[src/asq_pkg.sv]
// constants, field layouts and carrier types for the converter sequencer
// assumes a 10 MHz system clock and a plain register port with byte offsets
package asq_pkg;

  // ----------------------------------------
  // clock and sizes
  // ----------------------------------------
  localparam int CLK_MHZ = 10;
  localparam int NCH = 8;
  localparam int RES_W = 12;
  localparam int ACC_W = 20;
  localparam int CAP_W = 15;
  localparam int CNT_W = 9;
  localparam logic [3:0] AVG_MAX = 4'h8;

  // ----------------------------------------
  // register offsets
  // ----------------------------------------
  localparam logic [7:0] OFF_TASKS = 8'h00;
  localparam logic [7:0] OFF_EVENTS = 8'h04;
  localparam logic [7:0] OFF_POSSEL = 8'h08;
  localparam logic [7:0] OFF_AVG = 8'h0c;
  localparam logic [7:0] OFF_RATE = 8'h10;
  localparam logic [7:0] OFF_PTR = 8'h14;
  localparam logic [7:0] OFF_CAP = 8'h18;
  localparam logic [7:0] OFF_AMOUNT = 8'h1c;
  localparam logic [7:0] OFF_STATUS = 8'h20;
  localparam logic [2:0] CHCFG_PAGE = 3'h2;

  // ----------------------------------------
  // field positions
  // ----------------------------------------
  localparam int TSK_START = 0;
  localparam int TSK_SAMPLE = 1;
  localparam int TSK_STOP = 2;
  localparam int TSK_CAL = 3;
  localparam int EV_STARTED = 0;
  localparam int EV_END = 1;
  localparam int EV_DONE = 2;
  localparam int EV_RDY = 3;
  localparam int EV_CALD = 4;
  localparam int EV_STOPPED = 5;
  localparam int NEV = 6;
  localparam int CFG_BURST = 4;
  localparam int RATE_MODE = 11;
  localparam int CFG_W = 5;
  localparam int RATE_W = 12;

  // ----------------------------------------
  // acquisition and calibration times
  // ----------------------------------------
  localparam int ACQUISITION_TIME_FIELD_3_US = 3;
  localparam int ACQUISITION_TIME_FIELD_5_US = 5;
  localparam int ACQUISITION_TIME_FIELD_10_US = 10;
  localparam int ACQUISITION_TIME_FIELD_15_US = 15;
  localparam int ACQUISITION_TIME_FIELD_20_US = 20;
  localparam int ACQUISITION_TIME_FIELD_40_US = 40;
  localparam int CAL_US = 20;
  localparam logic [CNT_W-1:0] ACQUISITION_TIME_FIELD_3_CYC = CNT_W'(ACQUISITION_TIME_FIELD_3_US * CLK_MHZ);
  localparam logic [CNT_W-1:0] ACQUISITION_TIME_FIELD_5_CYC = CNT_W'(ACQUISITION_TIME_FIELD_5_US * CLK_MHZ);
  localparam logic [CNT_W-1:0] ACQUISITION_TIME_FIELD_10_CYC = CNT_W'(ACQUISITION_TIME_FIELD_10_US * CLK_MHZ);
  localparam logic [CNT_W-1:0] ACQUISITION_TIME_FIELD_15_CYC = CNT_W'(ACQUISITION_TIME_FIELD_15_US * CLK_MHZ);
  localparam logic [CNT_W-1:0] ACQUISITION_TIME_FIELD_20_CYC = CNT_W'(ACQUISITION_TIME_FIELD_20_US * CLK_MHZ);
  localparam logic [CNT_W-1:0] ACQUISITION_TIME_FIELD_40_CYC = CNT_W'(ACQUISITION_TIME_FIELD_40_US * CLK_MHZ);
  localparam logic [CNT_W-1:0] CAL_CYC = CNT_W'(CAL_US * CLK_MHZ);

  // ----------------------------------------
  // types
  // ----------------------------------------
  typedef struct packed {
    logic [31:0] addr;
    logic [31:0] data;
    logic [3:0] be;
  } asq_mem_t;

  typedef struct packed {
    logic stopped;
    logic cal_done;
    logic result_ready;
    logic done;
    logic ended;
    logic started;
  } asq_evt_t;

  typedef enum logic [2:0] {ST_OFF, ST_READY, ST_ACQ, ST_CONV, ST_STORE, ST_CAL} asq_state_t;

endpackage

[src/asq_seq.sv]
// sequencer and result writer for a successive-approximation converter
// assumes a converter core answering conv_valid_in, and a RAM port that
// holds a write until it acknowledges; tasks arrive by register or trig_in
//
// Overview of operation
// - one enabled channel: sample task acquires it for its acquisition time
// - done event after each conversion, possibly before the RAM write
// - without averaging, result ready fires with every done
// - rate timer mode: one sample task starts periodic sampling until stop or end
// - averaging collects two to the exponent conversions per stored result, exponent capped at 8
// - burst channel: one sample task runs all averaging conversions back to back
// - with averaging, result ready fires only after the full count
// - positive select enables a channel; several enabled means scan
// - in scan without averaging, or with burst, each sample task converts every enabled channel, ascending
// - two results per 32-bit word; odd capacity leaves a half word last
// - pointer and capacity set before start; start readies the buffer
// - pointer is double-buffered and taken at each start
// - end event when transferred results reach capacity
// - results sign-extended to 16 bits, little-endian
// - stop aborts sampling and always gives stopped
// - RAM writes finish before end or stopped
// - readable count of results written since the last start
// - no sampling after end until a new start
// - acquisition field selects 3 to 40 microseconds
//
// Implementation choices: strobed register access and the address map.
`timescale 1ns/1ps
`default_nettype none

module asq_seq (
  input wire logic mclk_in,
  input wire logic srst_in,
  input wire logic [7:0] reg_addr_in,
  input wire logic [31:0] reg_wdata_in,
  input wire logic reg_wr_in,
  input wire logic reg_rd_in,
  output logic [31:0] reg_rdata_out,
  input wire logic [3:0] trig_in,
  output asq_pkg::asq_evt_t evt_out,
  output logic conv_sample_out,
  output logic [2:0] conv_ch_out,
  output logic conv_start_out,
  input wire logic conv_valid_in,
  input wire logic [asq_pkg::RES_W-1:0] conv_data_in,
  output logic mem_req_out,
  output asq_pkg::asq_mem_t mem_out,
  input wire logic mem_ack_in,
  output logic busy_out
);

  // ----------------------------------------
  // helpers
  // ----------------------------------------
  function automatic logic [3:0] next_en(input logic [7:0] mask, input logic [3:0] from);
    logic [3:0] r;
    r = 4'h8;
    for (int i = asq_pkg::NCH - 1; i >= 0; i--) begin
      if (mask[i] && 4'(i) >= from) begin
        r = 4'(i);
      end
    end
    return r;
  endfunction

  function automatic logic [asq_pkg::CNT_W-1:0] acq_cyc(input logic [2:0] code);
    logic [asq_pkg::CNT_W-1:0] r;
    case (code)
      3'h0: r = asq_pkg::ACQUISITION_TIME_FIELD_3_CYC;
      3'h1: r = asq_pkg::ACQUISITION_TIME_FIELD_5_CYC;
      3'h2: r = asq_pkg::ACQUISITION_TIME_FIELD_10_CYC;
      3'h3: r = asq_pkg::ACQUISITION_TIME_FIELD_15_CYC;
      3'h4: r = asq_pkg::ACQUISITION_TIME_FIELD_20_CYC;
      default: r = asq_pkg::ACQUISITION_TIME_FIELD_40_CYC;
    endcase
    return r;
  endfunction

  // ----------------------------------------
  // state
  // ----------------------------------------
  localparam asq_pkg::asq_state_t ST_OFF = asq_pkg::ST_OFF, ST_READY = asq_pkg::ST_READY, ST_ACQ = asq_pkg::ST_ACQ;
  localparam asq_pkg::asq_state_t ST_CONV = asq_pkg::ST_CONV, ST_STORE = asq_pkg::ST_STORE, ST_CAL = asq_pkg::ST_CAL;
  asq_pkg::asq_state_t st_q, st_d;
  logic [7:0] pos_sel_q;
  logic [asq_pkg::CFG_W-1:0] chcfg_q [asq_pkg::NCH];
  logic [3:0] avg_q;
  logic [asq_pkg::RATE_W-1:0] rate_q;
  logic [31:0] ptr_q, ptr_act_q;
  logic [asq_pkg::CAP_W-1:0] cap_q, amt_q;
  logic [asq_pkg::NEV-1:0] ev_q, ev_p, ev_pls_q;
  logic [2:0] ch_q, ch_d;
  logic [asq_pkg::CNT_W-1:0] acq_q, ocnt_q;
  logic signed [asq_pkg::ACC_W-1:0] acc_q;
  logic [10:0] tmr_q;
  logic tmr_arm_q, stop_pend_q, conv_start_q, mem_req_q, go_acq, go_cal;
  asq_pkg::asq_mem_t mem_q;
  logic [31:0] rdata_q, rd_mux;

  // ----------------------------------------
  // decode
  // ----------------------------------------
  wire logic wr_tasks = reg_wr_in && reg_addr_in == asq_pkg::OFF_TASKS;
  wire logic [3:0] tasks = (wr_tasks ? reg_wdata_in[3:0] : 4'h0) | trig_in;
  wire logic start_t = tasks[asq_pkg::TSK_START];
  wire logic sample_t = tasks[asq_pkg::TSK_SAMPLE];
  wire logic stop_t = tasks[asq_pkg::TSK_STOP];
  wire logic cal_t = tasks[asq_pkg::TSK_CAL];
  wire logic cfg_sel = reg_addr_in[7:5] == asq_pkg::CHCFG_PAGE;
  wire logic [2:0] cfg_idx = reg_addr_in[4:2];
  wire logic [3:0] avg_eff = avg_q > asq_pkg::AVG_MAX ? asq_pkg::AVG_MAX : avg_q;
  wire logic [asq_pkg::CNT_W-1:0] n_need = asq_pkg::CNT_W'(1) << avg_eff;
  wire logic avg_full = (ocnt_q + 9'h1) == n_need;
  wire logic [3:0] first_ch = next_en(pos_sel_q, 4'h0);
  wire logic [3:0] next_ch = next_en(pos_sel_q, {1'b0, ch_q} + 4'h1);
  wire logic burst_cur = chcfg_q[ch_q][asq_pkg::CFG_BURST];
  wire logic rate_mode = rate_q[asq_pkg::RATE_MODE];
  wire logic tick = tmr_arm_q && tmr_q >= rate_q[10:0];
  wire logic samp_go = sample_t || tick;
  wire logic [asq_pkg::CAP_W-1:0] amt_nxt = amt_q + 15'h1;
  wire logic last = amt_nxt == cap_q;
  // sign extension of the raw code, kept at accumulator width
  wire logic signed [asq_pkg::ACC_W-1:0] sx = {{(asq_pkg::ACC_W-asq_pkg::RES_W){conv_data_in[asq_pkg::RES_W-1]}},
    conv_data_in};
  wire logic signed [asq_pkg::ACC_W-1:0] acc_sum = acc_q + sx;
  wire logic signed [asq_pkg::ACC_W-1:0] avg_res = acc_sum >>> avg_eff;
  wire logic [31:0] wr_addr = ptr_act_q + {16'h0, amt_q, 1'b0};
  wire logic [3:0] wr_be = amt_q[0] ? 4'hc : 4'h3;
  wire logic [asq_pkg::NEV-1:0] ev_clr = (reg_wr_in && reg_addr_in == asq_pkg::OFF_EVENTS) ?
    reg_wdata_in[asq_pkg::NEV-1:0] : '0;

  // ----------------------------------------
  // sequencer
  // ----------------------------------------
  always_comb begin
    st_d = st_q;
    ch_d = ch_q;
    go_acq = 1'b0;
    go_cal = 1'b0;
    ev_p = '0;
    unique case (st_q)
      ST_OFF: begin
        // samples after an end are dropped here until a new start
        if (stop_t) begin
          ev_p[asq_pkg::EV_STOPPED] = 1'b1;
        end else if (start_t) begin
          st_d = ST_READY;
          ev_p[asq_pkg::EV_STARTED] = 1'b1;
        end else if (cal_t) begin
          st_d = ST_CAL;
          go_cal = 1'b1;
        end
      end
      ST_READY: begin
        if (stop_t) begin
          st_d = ST_OFF;
          ev_p[asq_pkg::EV_STOPPED] = 1'b1;
        end else if (start_t) begin
          ev_p[asq_pkg::EV_STARTED] = 1'b1;
        end else if (samp_go && !first_ch[3]) begin
          st_d = ST_ACQ;
          ch_d = first_ch[2:0];
          go_acq = 1'b1;
        end
      end
      ST_ACQ: begin
        if (stop_t) begin
          st_d = ST_OFF;
          ev_p[asq_pkg::EV_STOPPED] = 1'b1;
        end else if (acq_q == '0) begin
          st_d = ST_CONV;
        end
      end
      ST_CONV: begin
        if (stop_t) begin
          st_d = ST_OFF;
          ev_p[asq_pkg::EV_STOPPED] = 1'b1;
        end else if (conv_valid_in) begin
          ev_p[asq_pkg::EV_DONE] = 1'b1;
          if (avg_full) begin
            ev_p[asq_pkg::EV_RDY] = 1'b1;
            st_d = ST_STORE;
          end else if (burst_cur) begin
            st_d = ST_ACQ;
            go_acq = 1'b1;
          end else begin
            st_d = ST_READY;
          end
        end
      end
      ST_STORE: begin
        // stop waits for the write in flight so RAM is quiet at the event
        if (mem_ack_in) begin
          if (last) begin
            ev_p[asq_pkg::EV_END] = 1'b1;
            st_d = ST_OFF;
          end
          if (stop_pend_q || stop_t) begin
            ev_p[asq_pkg::EV_STOPPED] = 1'b1;
            st_d = ST_OFF;
          end else if (!last && !next_ch[3]) begin
            st_d = ST_ACQ;
            ch_d = next_ch[2:0];
            go_acq = 1'b1;
          end else if (!last) begin
            st_d = ST_READY;
          end
        end
      end
      ST_CAL: begin
        if (stop_t) begin
          st_d = ST_OFF;
          ev_p[asq_pkg::EV_STOPPED] = 1'b1;
        end else if (acq_q == '0) begin
          ev_p[asq_pkg::EV_CALD] = 1'b1;
          st_d = ST_OFF;
        end
      end
      default: st_d = ST_OFF;
    endcase
  end

  always_ff @(posedge mclk_in) begin
    if (srst_in) begin
      st_q <= ST_OFF;
      ch_q <= 3'h0;
      acq_q <= '0;
      conv_start_q <= 1'b0;
      stop_pend_q <= 1'b0;
    end else begin
      st_q <= st_d;
      ch_q <= ch_d;
      conv_start_q <= st_q == ST_ACQ && acq_q == '0 && !stop_t;
      stop_pend_q <= st_q == ST_STORE && (stop_pend_q || stop_t) && !mem_ack_in;
      if (go_acq) begin
        acq_q <= acq_cyc(chcfg_q[ch_d][2:0]) - 9'h1;
      end else if (go_cal) begin
        acq_q <= asq_pkg::CAL_CYC - 9'h1;
      end else if (acq_q != '0) begin
        acq_q <= acq_q - 9'h1;
      end
    end
  end

  // ----------------------------------------
  // rate timer
  // ----------------------------------------
  always_ff @(posedge mclk_in) begin
    if (srst_in) begin
      tmr_arm_q <= 1'b0;
      tmr_q <= 11'h0;
    end else begin
      if (stop_t || st_d == ST_OFF) begin
        tmr_arm_q <= 1'b0;
      end else if (st_q == ST_READY && sample_t && rate_mode) begin
        tmr_arm_q <= 1'b1;
      end
      // a tick during a busy conversion is lost; rate must exceed acq plus conv
      tmr_q <= (tick || !tmr_arm_q) ? 11'h0 : tmr_q + 11'h1;
    end
  end

  // ----------------------------------------
  // accumulator and RAM writer
  // ----------------------------------------
  always_ff @(posedge mclk_in) begin
    if (srst_in) begin
      acc_q <= '0;
      ocnt_q <= '0;
      mem_req_q <= 1'b0;
      mem_q <= '0;
      amt_q <= '0;
      ptr_act_q <= 32'h0;
    end else begin
      if (ev_p[asq_pkg::EV_STARTED]) begin
        ptr_act_q <= ptr_q;
        amt_q <= '0;
        acc_q <= '0;
        ocnt_q <= '0;
      end else if (st_q == ST_CONV && conv_valid_in && !stop_t) begin
        acc_q <= avg_full ? '0 : acc_sum;
        ocnt_q <= avg_full ? '0 : ocnt_q + 9'h1;
      end else if (st_q == ST_STORE && mem_ack_in) begin
        amt_q <= amt_nxt;
      end
      if (ev_p[asq_pkg::EV_RDY]) begin
        mem_req_q <= 1'b1;
        mem_q.addr <= wr_addr;
        mem_q.data <= {avg_res[15:0], avg_res[15:0]};
        mem_q.be <= wr_be;
      end else if (mem_ack_in) begin
        mem_req_q <= 1'b0;
      end
    end
  end

  // ----------------------------------------
  // registers and event flags
  // ----------------------------------------
  always_ff @(posedge mclk_in) begin
    if (srst_in) begin
      pos_sel_q <= 8'h0;
      avg_q <= 4'h0;
      rate_q <= '0;
      ptr_q <= 32'h0;
      cap_q <= '0;
      ev_q <= '0;
      ev_pls_q <= '0;
      rdata_q <= 32'h0;
      for (int i = 0; i < asq_pkg::NCH; i++) begin
        chcfg_q[i] <= '0;
      end
    end else begin
      ev_pls_q <= ev_p;
      ev_q <= (ev_q & ~ev_clr) | ev_p;
      rdata_q <= reg_rd_in ? rd_mux : 32'h0;
      if (reg_wr_in) begin
        unique case (reg_addr_in)
          asq_pkg::OFF_POSSEL: pos_sel_q <= reg_wdata_in[7:0];
          asq_pkg::OFF_AVG: avg_q <= reg_wdata_in[3:0];
          asq_pkg::OFF_RATE: rate_q <= reg_wdata_in[asq_pkg::RATE_W-1:0];
          asq_pkg::OFF_PTR: ptr_q <= reg_wdata_in;
          asq_pkg::OFF_CAP: cap_q <= reg_wdata_in[asq_pkg::CAP_W-1:0];
          default: begin
            if (cfg_sel) begin
              chcfg_q[cfg_idx] <= reg_wdata_in[asq_pkg::CFG_W-1:0];
            end
          end
        endcase
      end
    end
  end

  always_comb begin
    rd_mux = 32'h0;
    if (cfg_sel) begin
      rd_mux = {27'h0, chcfg_q[cfg_idx]};
    end else begin
      case (reg_addr_in)
        asq_pkg::OFF_EVENTS: rd_mux = {26'h0, ev_q};
        asq_pkg::OFF_POSSEL: rd_mux = {24'h0, pos_sel_q};
        asq_pkg::OFF_AVG: rd_mux = {28'h0, avg_q};
        asq_pkg::OFF_RATE: rd_mux = {20'h0, rate_q};
        asq_pkg::OFF_PTR: rd_mux = ptr_q;
        asq_pkg::OFF_CAP: rd_mux = {17'h0, cap_q};
        asq_pkg::OFF_AMOUNT: rd_mux = {17'h0, amt_q};
        asq_pkg::OFF_STATUS: rd_mux = {28'h0, tmr_arm_q, st_q};
        default: rd_mux = 32'h0;
      endcase
    end
  end

  assign reg_rdata_out = rdata_q;
  assign evt_out = asq_pkg::asq_evt_t'(ev_pls_q);
  assign conv_sample_out = st_q == ST_ACQ;
  assign conv_ch_out = ch_q;
  assign conv_start_out = conv_start_q;
  assign mem_req_out = mem_req_q;
  assign mem_out = mem_q;
  assign busy_out = st_q != ST_OFF;
endmodule

`default_nettype wire

[config.mk]
export PLATFORM = sky130hd
export DESIGN_NAME = asq_seq
export DESIGN_NICKNAME = d
export VERILOG_FILES = /design/src/asq_pkg.sv /design/src/asq_seq.sv
export SDC_FILE = /design/constraint.sdc
export NUM_CORES = 1
export LEC_CHECK = 0
export ABC_CLOCK_PERIOD_IN_PS = 4250
export BUFFER_PORTS_ARGS = -buffer_cell sky130_fd_sc_hd__buf_2
export CAP_MARGIN = 0
export CORE_ASPECT_RATIO = 0.8
export CORE_MARGIN = 2
export CORE_UTILIZATION = 54
export CTS_BUF_LIST = sky130_fd_sc_hd__clkbuf_16
export CTS_CLUSTER_SIZE = 28
export DETAILED_ROUTE_END_ITERATION = 6
export PLACE_DENSITY_LB_ADDON = 0.08
export SYNTH_ARGS = -nofsm -noshare
export SYNTH_HDL_FRONTEND = slang
export SYNTH_SLANG_ARGS = --single-unit
[constraint.sdc]
create_clock -name mclk_in -period 4.25 [get_ports mclk_in]
set_input_delay 0.6375 -clock mclk_in [delete_from_list [all_inputs] [get_ports mclk_in]]
set_output_delay 0.6375 -clock mclk_in [all_outputs]
set_load 0.03 [all_outputs]
==> run summary, run 1 <==
The flow ran to the end, but the final reports show violations. The checks that failed: setup timing. The portion of the clock cycle consumed by the worst path in the final layout came out at 104.2%.

Of the post-synthesis cell area, the part taken by muxes is 4.900%. The portion of total power attributed to combinational logic is 8.5%. The number of detailed-route iterations in the first pass came out at 6. The count of yosys warnings during synthesis is 0. Internal power comes to 5057 µW.

The first global-routing pass estimated 78450 µm of wire. The multi-input combinational cells in the finished layout cover a total of 9504 µm². The die covers 32600 µm².

The number of synthesized register bits is 311. The portion of the post-synthesis area used by sequential elements is 39.38%. The detailed-placement wirelength estimate came out at 35990 µm.

The average cell area after synthesis came out at 8.435 µm². Setup violations remaining at the end of the flow were counted as 1. Clock-pin slew was measured on the worst setup and hold paths at 0.06 ns. Counting I/O delays and the setup requirement, the final critical path takes 4.427 ns. The category of the most critical setup path is reg -> reg. The number of pins with negative max-slew slack in the final report came out at 0.

Counting the buffers created by CTS gives 34. The final layout contains 2309 nets. The placed instance count came out at 2562. The ratio of routed vias to standard cells came out at 5.883. The net switching power came out at 1633 µW. The data required time at the worst endpoint came out at 4.73 ns. The worst register-to-register path ends at acq_q[5]. The largest fanout of any net on the critical path came out at 6. After synthesis, the largest family of logic cells by area is simple AND/OR/NAND/NOR gates. The endpoint arrival time on the critical path is 4.90 ns.

The clock tree from TritonCTS is built. The number of enable-type register cells in the synthesized netlist is 40. The path class of the tightest hold or removal check is in -> reg. The startpoint identified for the worst hold timing path is reg_wdata_in[27].

Across the run, the number of max-cap violations was 0. The parity-gate share of the synthesized area counting xor and xnor cells is 5.249%. The worst vdd rail ir drop is 0.0002871 V. The share of post-route cells with drive strength above 1 is 19.77%. The share of total power dissipated in the clock network is 45.7%. The sink count of the clock tree is 311.

The utilization after layout is 64.92%. The number of hold violations in the final report came out at 0. The maximum number of pins on one net before global-route repair came out at 78. Leaving out fill and tap cells, the most frequent cells in the layout are nand2_1, dfxtp_1, a21oi_1, buf_2, nor2_1.

At the pin with the least slew margin, the transition time is 1.255 ns. The count of cell types in the netlist is 95. The switching share of power is 24.41%. The die is 201.4 µm wide. The count of mapped cells out of synthesis is 1995.

The overall global routing resource usage came out at 29.93%. After detailed routing, the number of remaining DRC violations is 0. For this run, asynchronously set or reset flops after synthesis account for 0%. The number of hold buffers added after CTS is 0.

The floorplan step defined a core boundary enclosing 30520 µm². The synthesized netlist devotes 18.94% of its cell area to compound gates. The finished layout cell area is 19820 µm².

In this run the number of H-tree levels came out at 2. The post-detailed-route count of antenna-violating nets is 0. The row count came out at 57.

The worst slew margin relative to its limit came out at 16.01%. The startpoint of the most critical register-to-register path is rate_q[6]. The adder-cell share of the synthesized area is 4.253%.

The initial antenna violation count is 0. The logic depth of the worst register-to-register path came out at 18. The first routing iteration left 1217 violations.

For the worst-skew pair, the clock arrives at the later sink with an insertion delay of 0.54 ns. The area added between synthesis and finish came out at 17.75%. In this run the count of I/O pins placed on the die edge is 175. The clock tree buffer depth came out at 3. Setup repair after global routing could not meet its margin everywhere. The initial utilization of the core area, before any placement, comes to 55.13%.

The routed wirelength normalized by instance count is 18.92 µm. The leakage power figure is 0.007824 µW. The number of global-route vias before repair is 14340.

The routed via count came out at 15460. The die is 161.9 µm tall. The total of fill cells in the finished design came out at 2678. The worst hold slack came out at 0.3495 ns.

The number of nets produced by synthesis is 2113. The internal reg-to-reg setup slack is -0.18 ns. In the post-route analysis, the smallest setup slack over all paths is -0.1768 ns. In this run the clock root is driven by a clkbuf_16. The highest achievable clock rate is 225.9 MHz. The startpoint type of the worst setup path is a flop. The path with the worst hold slack has its endpoint at ptr_q[27]. The placed instance area is 18490 µm².

The combined area of all synthesized cells came out at 16830 µm². The final setup skew came out at 0.02218 ns. The power per cell area came out at 337.6 nW/µm². The overflow left after global routing is 0. Among all flip-flop cells after synthesis, the most frequent one is dfxtp_1. The wire length reported by the detailed router is 49710 µm. The worst setup path is captured at a flop. In the final layout, flip-flops and latches occupy 6639 µm². Port buffering added 174 buffers. The weighted congestion reported at the end of routability-driven placement came out at 0.9219. The hold-critical path depth came out at 3. The post-synthesis share of cell area spent on and, or, nand and nor gates is 22.18%. Sequential cells account for 45.8% of the total power.

Leaving out fill and tap cells, the most frequent cell in the layout is nand2_1. The non-filler instance count after layout is 2628. The number of inserted diodes is 0.
## routing by layer
metal	global-route usage (%)	wire length (µm)	vias up
met4	7.687	1160	0
met1	43.12	22820	7338
met5	0	0	-
li1	-	-	7435
met3	5.638	3904	87
met2	46.29	21830	601
## worst max path at each step
stage | from | end | slack [ns] | cells after the start
detailed placement | rate_q[4] | acq_q[5] | -0.32 | 20
global route | rate_q[6] | acq_q[5] | -0.39 | 19
finish | rate_q[6] | acq_q[5] | -0.18 | 18
global placement | rate_q[4] | acq_q[5] | -0.11 | 19
CTS | rate_q[4] | acq_q[5] | -0.20 | 20
floorplan | reg_wr_in | acq_q[5] | -0.10 | 17
## logic make-up after synthesis
family	count (synthesis)
simple gates	785
mux	56
flops	311
fa+ha+maj	56
buf+inv	191
compound gates	496
xor+xnor	100
## synthesized netlist by cell type (6+ instances only)
cell       number  area [µm²]
o21a_1         12       90.09
xor2_1         40       350.3
or3_1          15       93.84
nand2_1       333        1250
edfxtp_1       40        1201
or2_2          10       62.56
ha_1           54       675.7
a211oi_1       13       97.59
a21oi_1       219        1096
buf_6           6       67.56
inv_1          51       191.4
nand3_1        42       210.2
a2111oi_0       7       61.31
nor4_1         17       106.4
o21ai_0        58       290.3
mux4_2         18       405.4
a21o_1         14       105.1
o21bai_1        7       52.55
a31o_2          6       52.55
nor3b_1         9       67.56
nand4_1        16       100.1
nor2b_1        12       75.07
and3_1         22       137.6
xnor2_1        59       516.8
nand2b_1       13       81.33
and2_1         71       444.2
dfxtp_1       271        5425
nand3b_1       10       75.07
o31ai_1        11       82.58
buf_4          25       187.7
and4_1          7       61.31
o211ai_1       17       127.6
clkbuf_1       99       371.6
mux2i_1        33       330.3
buf_1           7       26.28
nor3_1         28       140.1
a22oi_1        46       345.3
a31oi_1        14       87.58
nor2_1        154       578.1
## state kept, by name, summed over array words and instances (netlist names), 8 cells and up
register	flops
mem_out	50
chcfg_q	40
ptr_act_q	32
ptr_q	32
reg_rdata_out	32
acc_q	20
amt_q	15
cap_q	15
rate_q	12
tmr_q	11
acq_q	9
ocnt_q	9
pos_sel_q	8
## power groups by stage
stage          Sequential, µW  Combinational, µW  Clock [µW]
2_1_floorplan            3120                372           0
3_3_place_gp             3130                550           0
3_5_place_dp             3130                557           0
4_1_cts                  3060                563        3080
5_1_grt                  3070                630        3210
6_report                 3060                571        3050
## per-stage QoR
step | setup TNS, ns | worst slack (ns) | total power, µW
after floorplan | -0.1013 | -0.1013 | 3490
after global placement | -0.1055 | -0.1055 | 3678
after detailed placement | -0.3741 | -0.3157 | 3685
after CTS | -0.2004 | -0.2004 | 6712
after global routing | -0.7674 | -0.3850 | 6913
final | -0.1768 | -0.1768 | 6690
## final cells by class
type / instances / area share (%)
inverter: 52 / 0.9850
clock buffer: 35 / 4.420
tap: 413 / 2.608
sequential: 311 / 33.50
multi-input combinational: 1493 / 47.96
clock inverter: 25 / 1.238
timing repair buffer: 299 / 9.288
## repair_timing
item | 4_1_cts | 5_1_grt
endpoints found under the setup margin | 3 | 6
pin swaps | 10 | 11
buffers inserted | 3 | 5
gates resized for setup | 17 | 15
## critical path, cell delays in order, from the launching register on
cell	delay [ns]
dfxtp_2	0.33
inv_1	0.04
ha_1	0.28
and4_1	0.18
o21ai_1	0.06
o211ai_1	0.20
a2111oi_2	0.11
buf_4	0.16
o31a_1	0.36
o31a_1	0.43
a211oi_4	0.29
buf_12	0.16
mux4_2	0.53
mux2i_4	0.18
o21ai_1	0.10
ha_2	0.20
or4b_1	0.52
o211ai_1	0.12
a21o_1	0.13
Note: power is estimated with default switching activity, not from simulation.
==> inputs of run 2 (changes only) <==
--- a/config.mk
+++ b/config.mk
@@ -9,7 +9,6 @@
 export BUFFER_PORTS_ARGS = -buffer_cell sky130_fd_sc_hd__buf_2
 export CAP_MARGIN = 0
 export CORE_ASPECT_RATIO = 0.8
-export CORE_MARGIN = 2
 export CORE_UTILIZATION = 54
 export CTS_BUF_LIST = sky130_fd_sc_hd__clkbuf_16
 export CTS_CLUSTER_SIZE = 28
==> run 2 against run 1 <==
  * The run still ends with setup timing left
  * Via count fell by 0.12%
  * Clock-buffer cell count stayed put
  * Total power rose by 0.31%
  * Routed wire length up 0.44%
  * Non-clock buffer count rose by 14
  * Combinational power is 2% higher
  * Global-route usage is 1.3 points higher
  * Sequential cell count unchanged
  * Fmax shrank 1.8%
  * First-iteration DRC count is 3.8% higher
==> run summary, run 2 (synthesized netlist as in run 1, its figures left out) <==
Outcome: finished with violations (unchanged). Failing checks: setup timing (unchanged). The category of the worst setup path capture point was a flop (unchanged). The share of post-route cells with drive strength above 1 was 20.52% (was 19.77%).

The post-layout worst setup margin is -0.2561 ns (was -0.1768 ns). The number of pins with negative max-slew slack in the final report came out at 0 (unchanged). The internal reg-to-reg setup slack is -0.26 ns (was -0.18 ns). The clock tree buffer depth was 3 (unchanged). The clock input transition at the sequential cells of the worst setup and hold paths came to 0.06 ns (about the same). The detailed-placement wirelength estimate came out at 35840 µm (was 35990 µm).

The post-detailed-route count of antenna-violating nets is 0 (unchanged). The count of buffers inserted at the top-level ports is 174 (unchanged). The die height is 159.9 µm (was 161.9 µm).

The initial standard-cell utilization of the core is 55.13% (unchanged). The total of fill cells in the finished design came to 2701 (was 2678). The worst slew margin relative to its limit is 32.05% (was 16.01%).

The maximum number of pins on one net before global-route repair came out at 80 (was 78). The number of inserted diodes came out at 0 (unchanged). The overall global routing resource usage is 31.22% (was 29.93%). The power per cell area is 336.5 nW/µm² (was 337.6 nW/µm²). The final-layout setup total negative slack is -0.3166 ns (was -0.1768 ns). The category of the most critical setup path is reg -> reg (unchanged). The overflow left after global routing came out at 0 (unchanged). The launch point of the worst path is rate_q[3] (was rate_q[6]).

The number of DRC violations after detailed routing came out at 0 (unchanged). The number of detailed-route iterations in the first pass is 5 (was 6). The number of top-level pins is 175 (unchanged). The class of the most critical hold timing path is in -> reg (unchanged). The area of the die came to 31880 µm² (was 32600 µm²). The leakage power figure came out at 0.007926 µW (was 0.007824 µW). The portion of the clock cycle consumed by the worst path in the final layout is 106.0% (was 104.2%). The weighted congestion reported at the end of routability-driven placement came out at 0.9376 (was 0.9219).

The routed via count is 15440 (was 15460). The clock root buffer master is clkbuf_16 (unchanged). The initial antenna violation count is 0 (unchanged). The ratio of routed vias to standard cells came out at 5.838 (was 5.883). The final setup skew came out at 0.01668 ns (was 0.02218 ns). The initial detailed-routing violation count is 1263 (was 1217). The highest achievable clock rate came out at 221.9 MHz (was 225.9 MHz).

The number of global-route vias before repair is 14460 (was 14340). The count of max-cap constraint violations came out at 0 (unchanged). The data required time at the worst endpoint came out at 4.72 ns (was 4.73 ns). The placeable core region is 30520 µm² (unchanged). Highest-count cells in the layout ignoring fill and taps: nand2_1, dfxtp_1, a21oi_1, buf_2, nor2_1 (unchanged). The wire length reported by the detailed router came to 49930 µm (was 49710 µm).

The startpoint type of the worst setup path is a flop (unchanged). The sink count of the clock tree is 311 (unchanged). The utilization after layout came out at 65.33% (was 64.92%). RSZ-0062 raised after global routing: true (unchanged). The startpoint of the most critical register-to-register path is rate_q[3] (was rate_q[6]).

The clock latency on the worst-skew pair came out at 0.54 ns (about the same). The H-tree depth is 2 (unchanged). The total number of nets in the final design came out at 2324 (was 2309). The number of hold violations in the final report is 0 (unchanged). The most common cell after layout, fill and taps aside is nand2_1 (unchanged).

The shortest period the worst path allows is 4.506 ns (was 4.427 ns). The timing endpoint of the critical path is acq_q[5] (unchanged). The area added between synthesis and finish came to 18.49% (was 17.75%). The worst vdd rail ir drop is 0.0002818 V (was 0.0002871 V). The number of flip-flops in the largest register is 50 (unchanged). The first-pass GRT wire length came out at 78600 µm (was 78450 µm). The row count is 57 (unchanged). The slew of the pin with the lowest slew margin came to 1.016 ns (was 1.255 ns). The final setup violation count was 2 (was 1). The clock tree from TritonCTS is built (unchanged). The largest fanout of any net on the critical path came out at 4 (was 6). The chip width is 199.4 µm (was 201.4 µm). The number of buffers added by the clock tree synthesis step came out at 35 (was 34).

The worst flop-to-flop path endpoint is acq_q[5] (unchanged). The logic depth of the worst register-to-register path came out at 19 (was 18). The routed wirelength normalized by instance count came out at 18.88 µm (was 18.92 µm). The endpoint arrival time on the critical path was 4.98 ns (was 4.90 ns).
-- run 2: changes by cell type in the layout (fill, tap and decap cells not counted), sizes merged --
cell / change
inv: +4
clkinvlp: -1
buf: +14
-- run 2: worst max-delay path: stages, from the launching register on --
cell and delay (ns):
dfxtp_2 0.33, inv_1 0.04, ha_1 0.27, and4_1 0.17
o21ai_1 0.06, o211ai_1 0.30, a2111oi_4 0.15, o31a_1 0.40
o31a_1 0.39, a2111oi_1 0.53, buf_4 0.21, a2111oi_2 0.06
a211oi_2 0.28, buf_4 0.17, a21o_2 0.09, o21ai_1 0.08
ha_2 0.20, or4b_4 0.48, o211ai_1 0.11, a21o_1 0.13
-- run 2: what timing repair did --
action,in CTS,in global routing
resized for setup,16,18
endpoints found under the setup margin,6,7
buffers inserted,2,3
pin swaps,14,10
gates cloned,0,0
hold buffers,0,0
-- run 2: how the worst min path moves through the flow --
stage,startpoint,end,cells after the start
global route,reg_wdata_in[18],ptr_q[18],3
detailed placement,mem_out[43],mem_out[43],2
CTS,reg_wdata_in[15],ptr_q[15],3
floorplan,ptr_act_q[0],mem_out[36],2
global placement,mem_out[43],mem_out[43],2
finish,reg_wdata_in[16],ptr_q[16],3
-- run 2: layout make-up --
cell class	count	area, µm²	area share, %
clock buffers	35	875.8	4.392
clock inverters	28	274.0	1.374
inverters	52	195.2	0.9789
multi-input cells	1493	9502	47.65
flip-flops and latches	311	6640	33.30
well taps	413	516.7	2.591
repair buffers	313	1937	9.713
-- run 2: layer usage --
layer  GRT usage [%]  up-vias  part of all wire [%]
li1                -     7469                     -
met1           45.37     7319                    46
met2           48.35      589                    45
met3           5.343       65                   7.8
met4           6.766        0                   1.5
met5               0        -                     0
-- run 2: power breakdown --
group / internal, µW / switching (µW) / total (µW)
logic: 232 / 347 / 580
clock network: 1820 / 1250 / 3060
registers: 3030 / 38.4 / 3070
total: 5080 / 1640 / 6710
-- run 2: stage by stage --
stage / cells / hold slack, ns / worst slack [ns] / area (µm²) / power (µW)
4_1_cts: 2642 / 0.3166 / -0.03975 / 19830 / 6753
3_5_place_dp: 2578 / 0.4406 / -0.3534 / 18610 / 3697
3_3_place_gp: 2578 / 0.4373 / -0.1621 / 18610 / 3684
6_report: 2645 / 0.3365 / -0.2561 / 19940 / 6711
2_1_floorplan: 1995 / 0.4322 / -0.1013 / 16840 / 3490
5_1_grt: 2645 / 0.3303 / -0.3140 / 19940 / 6948
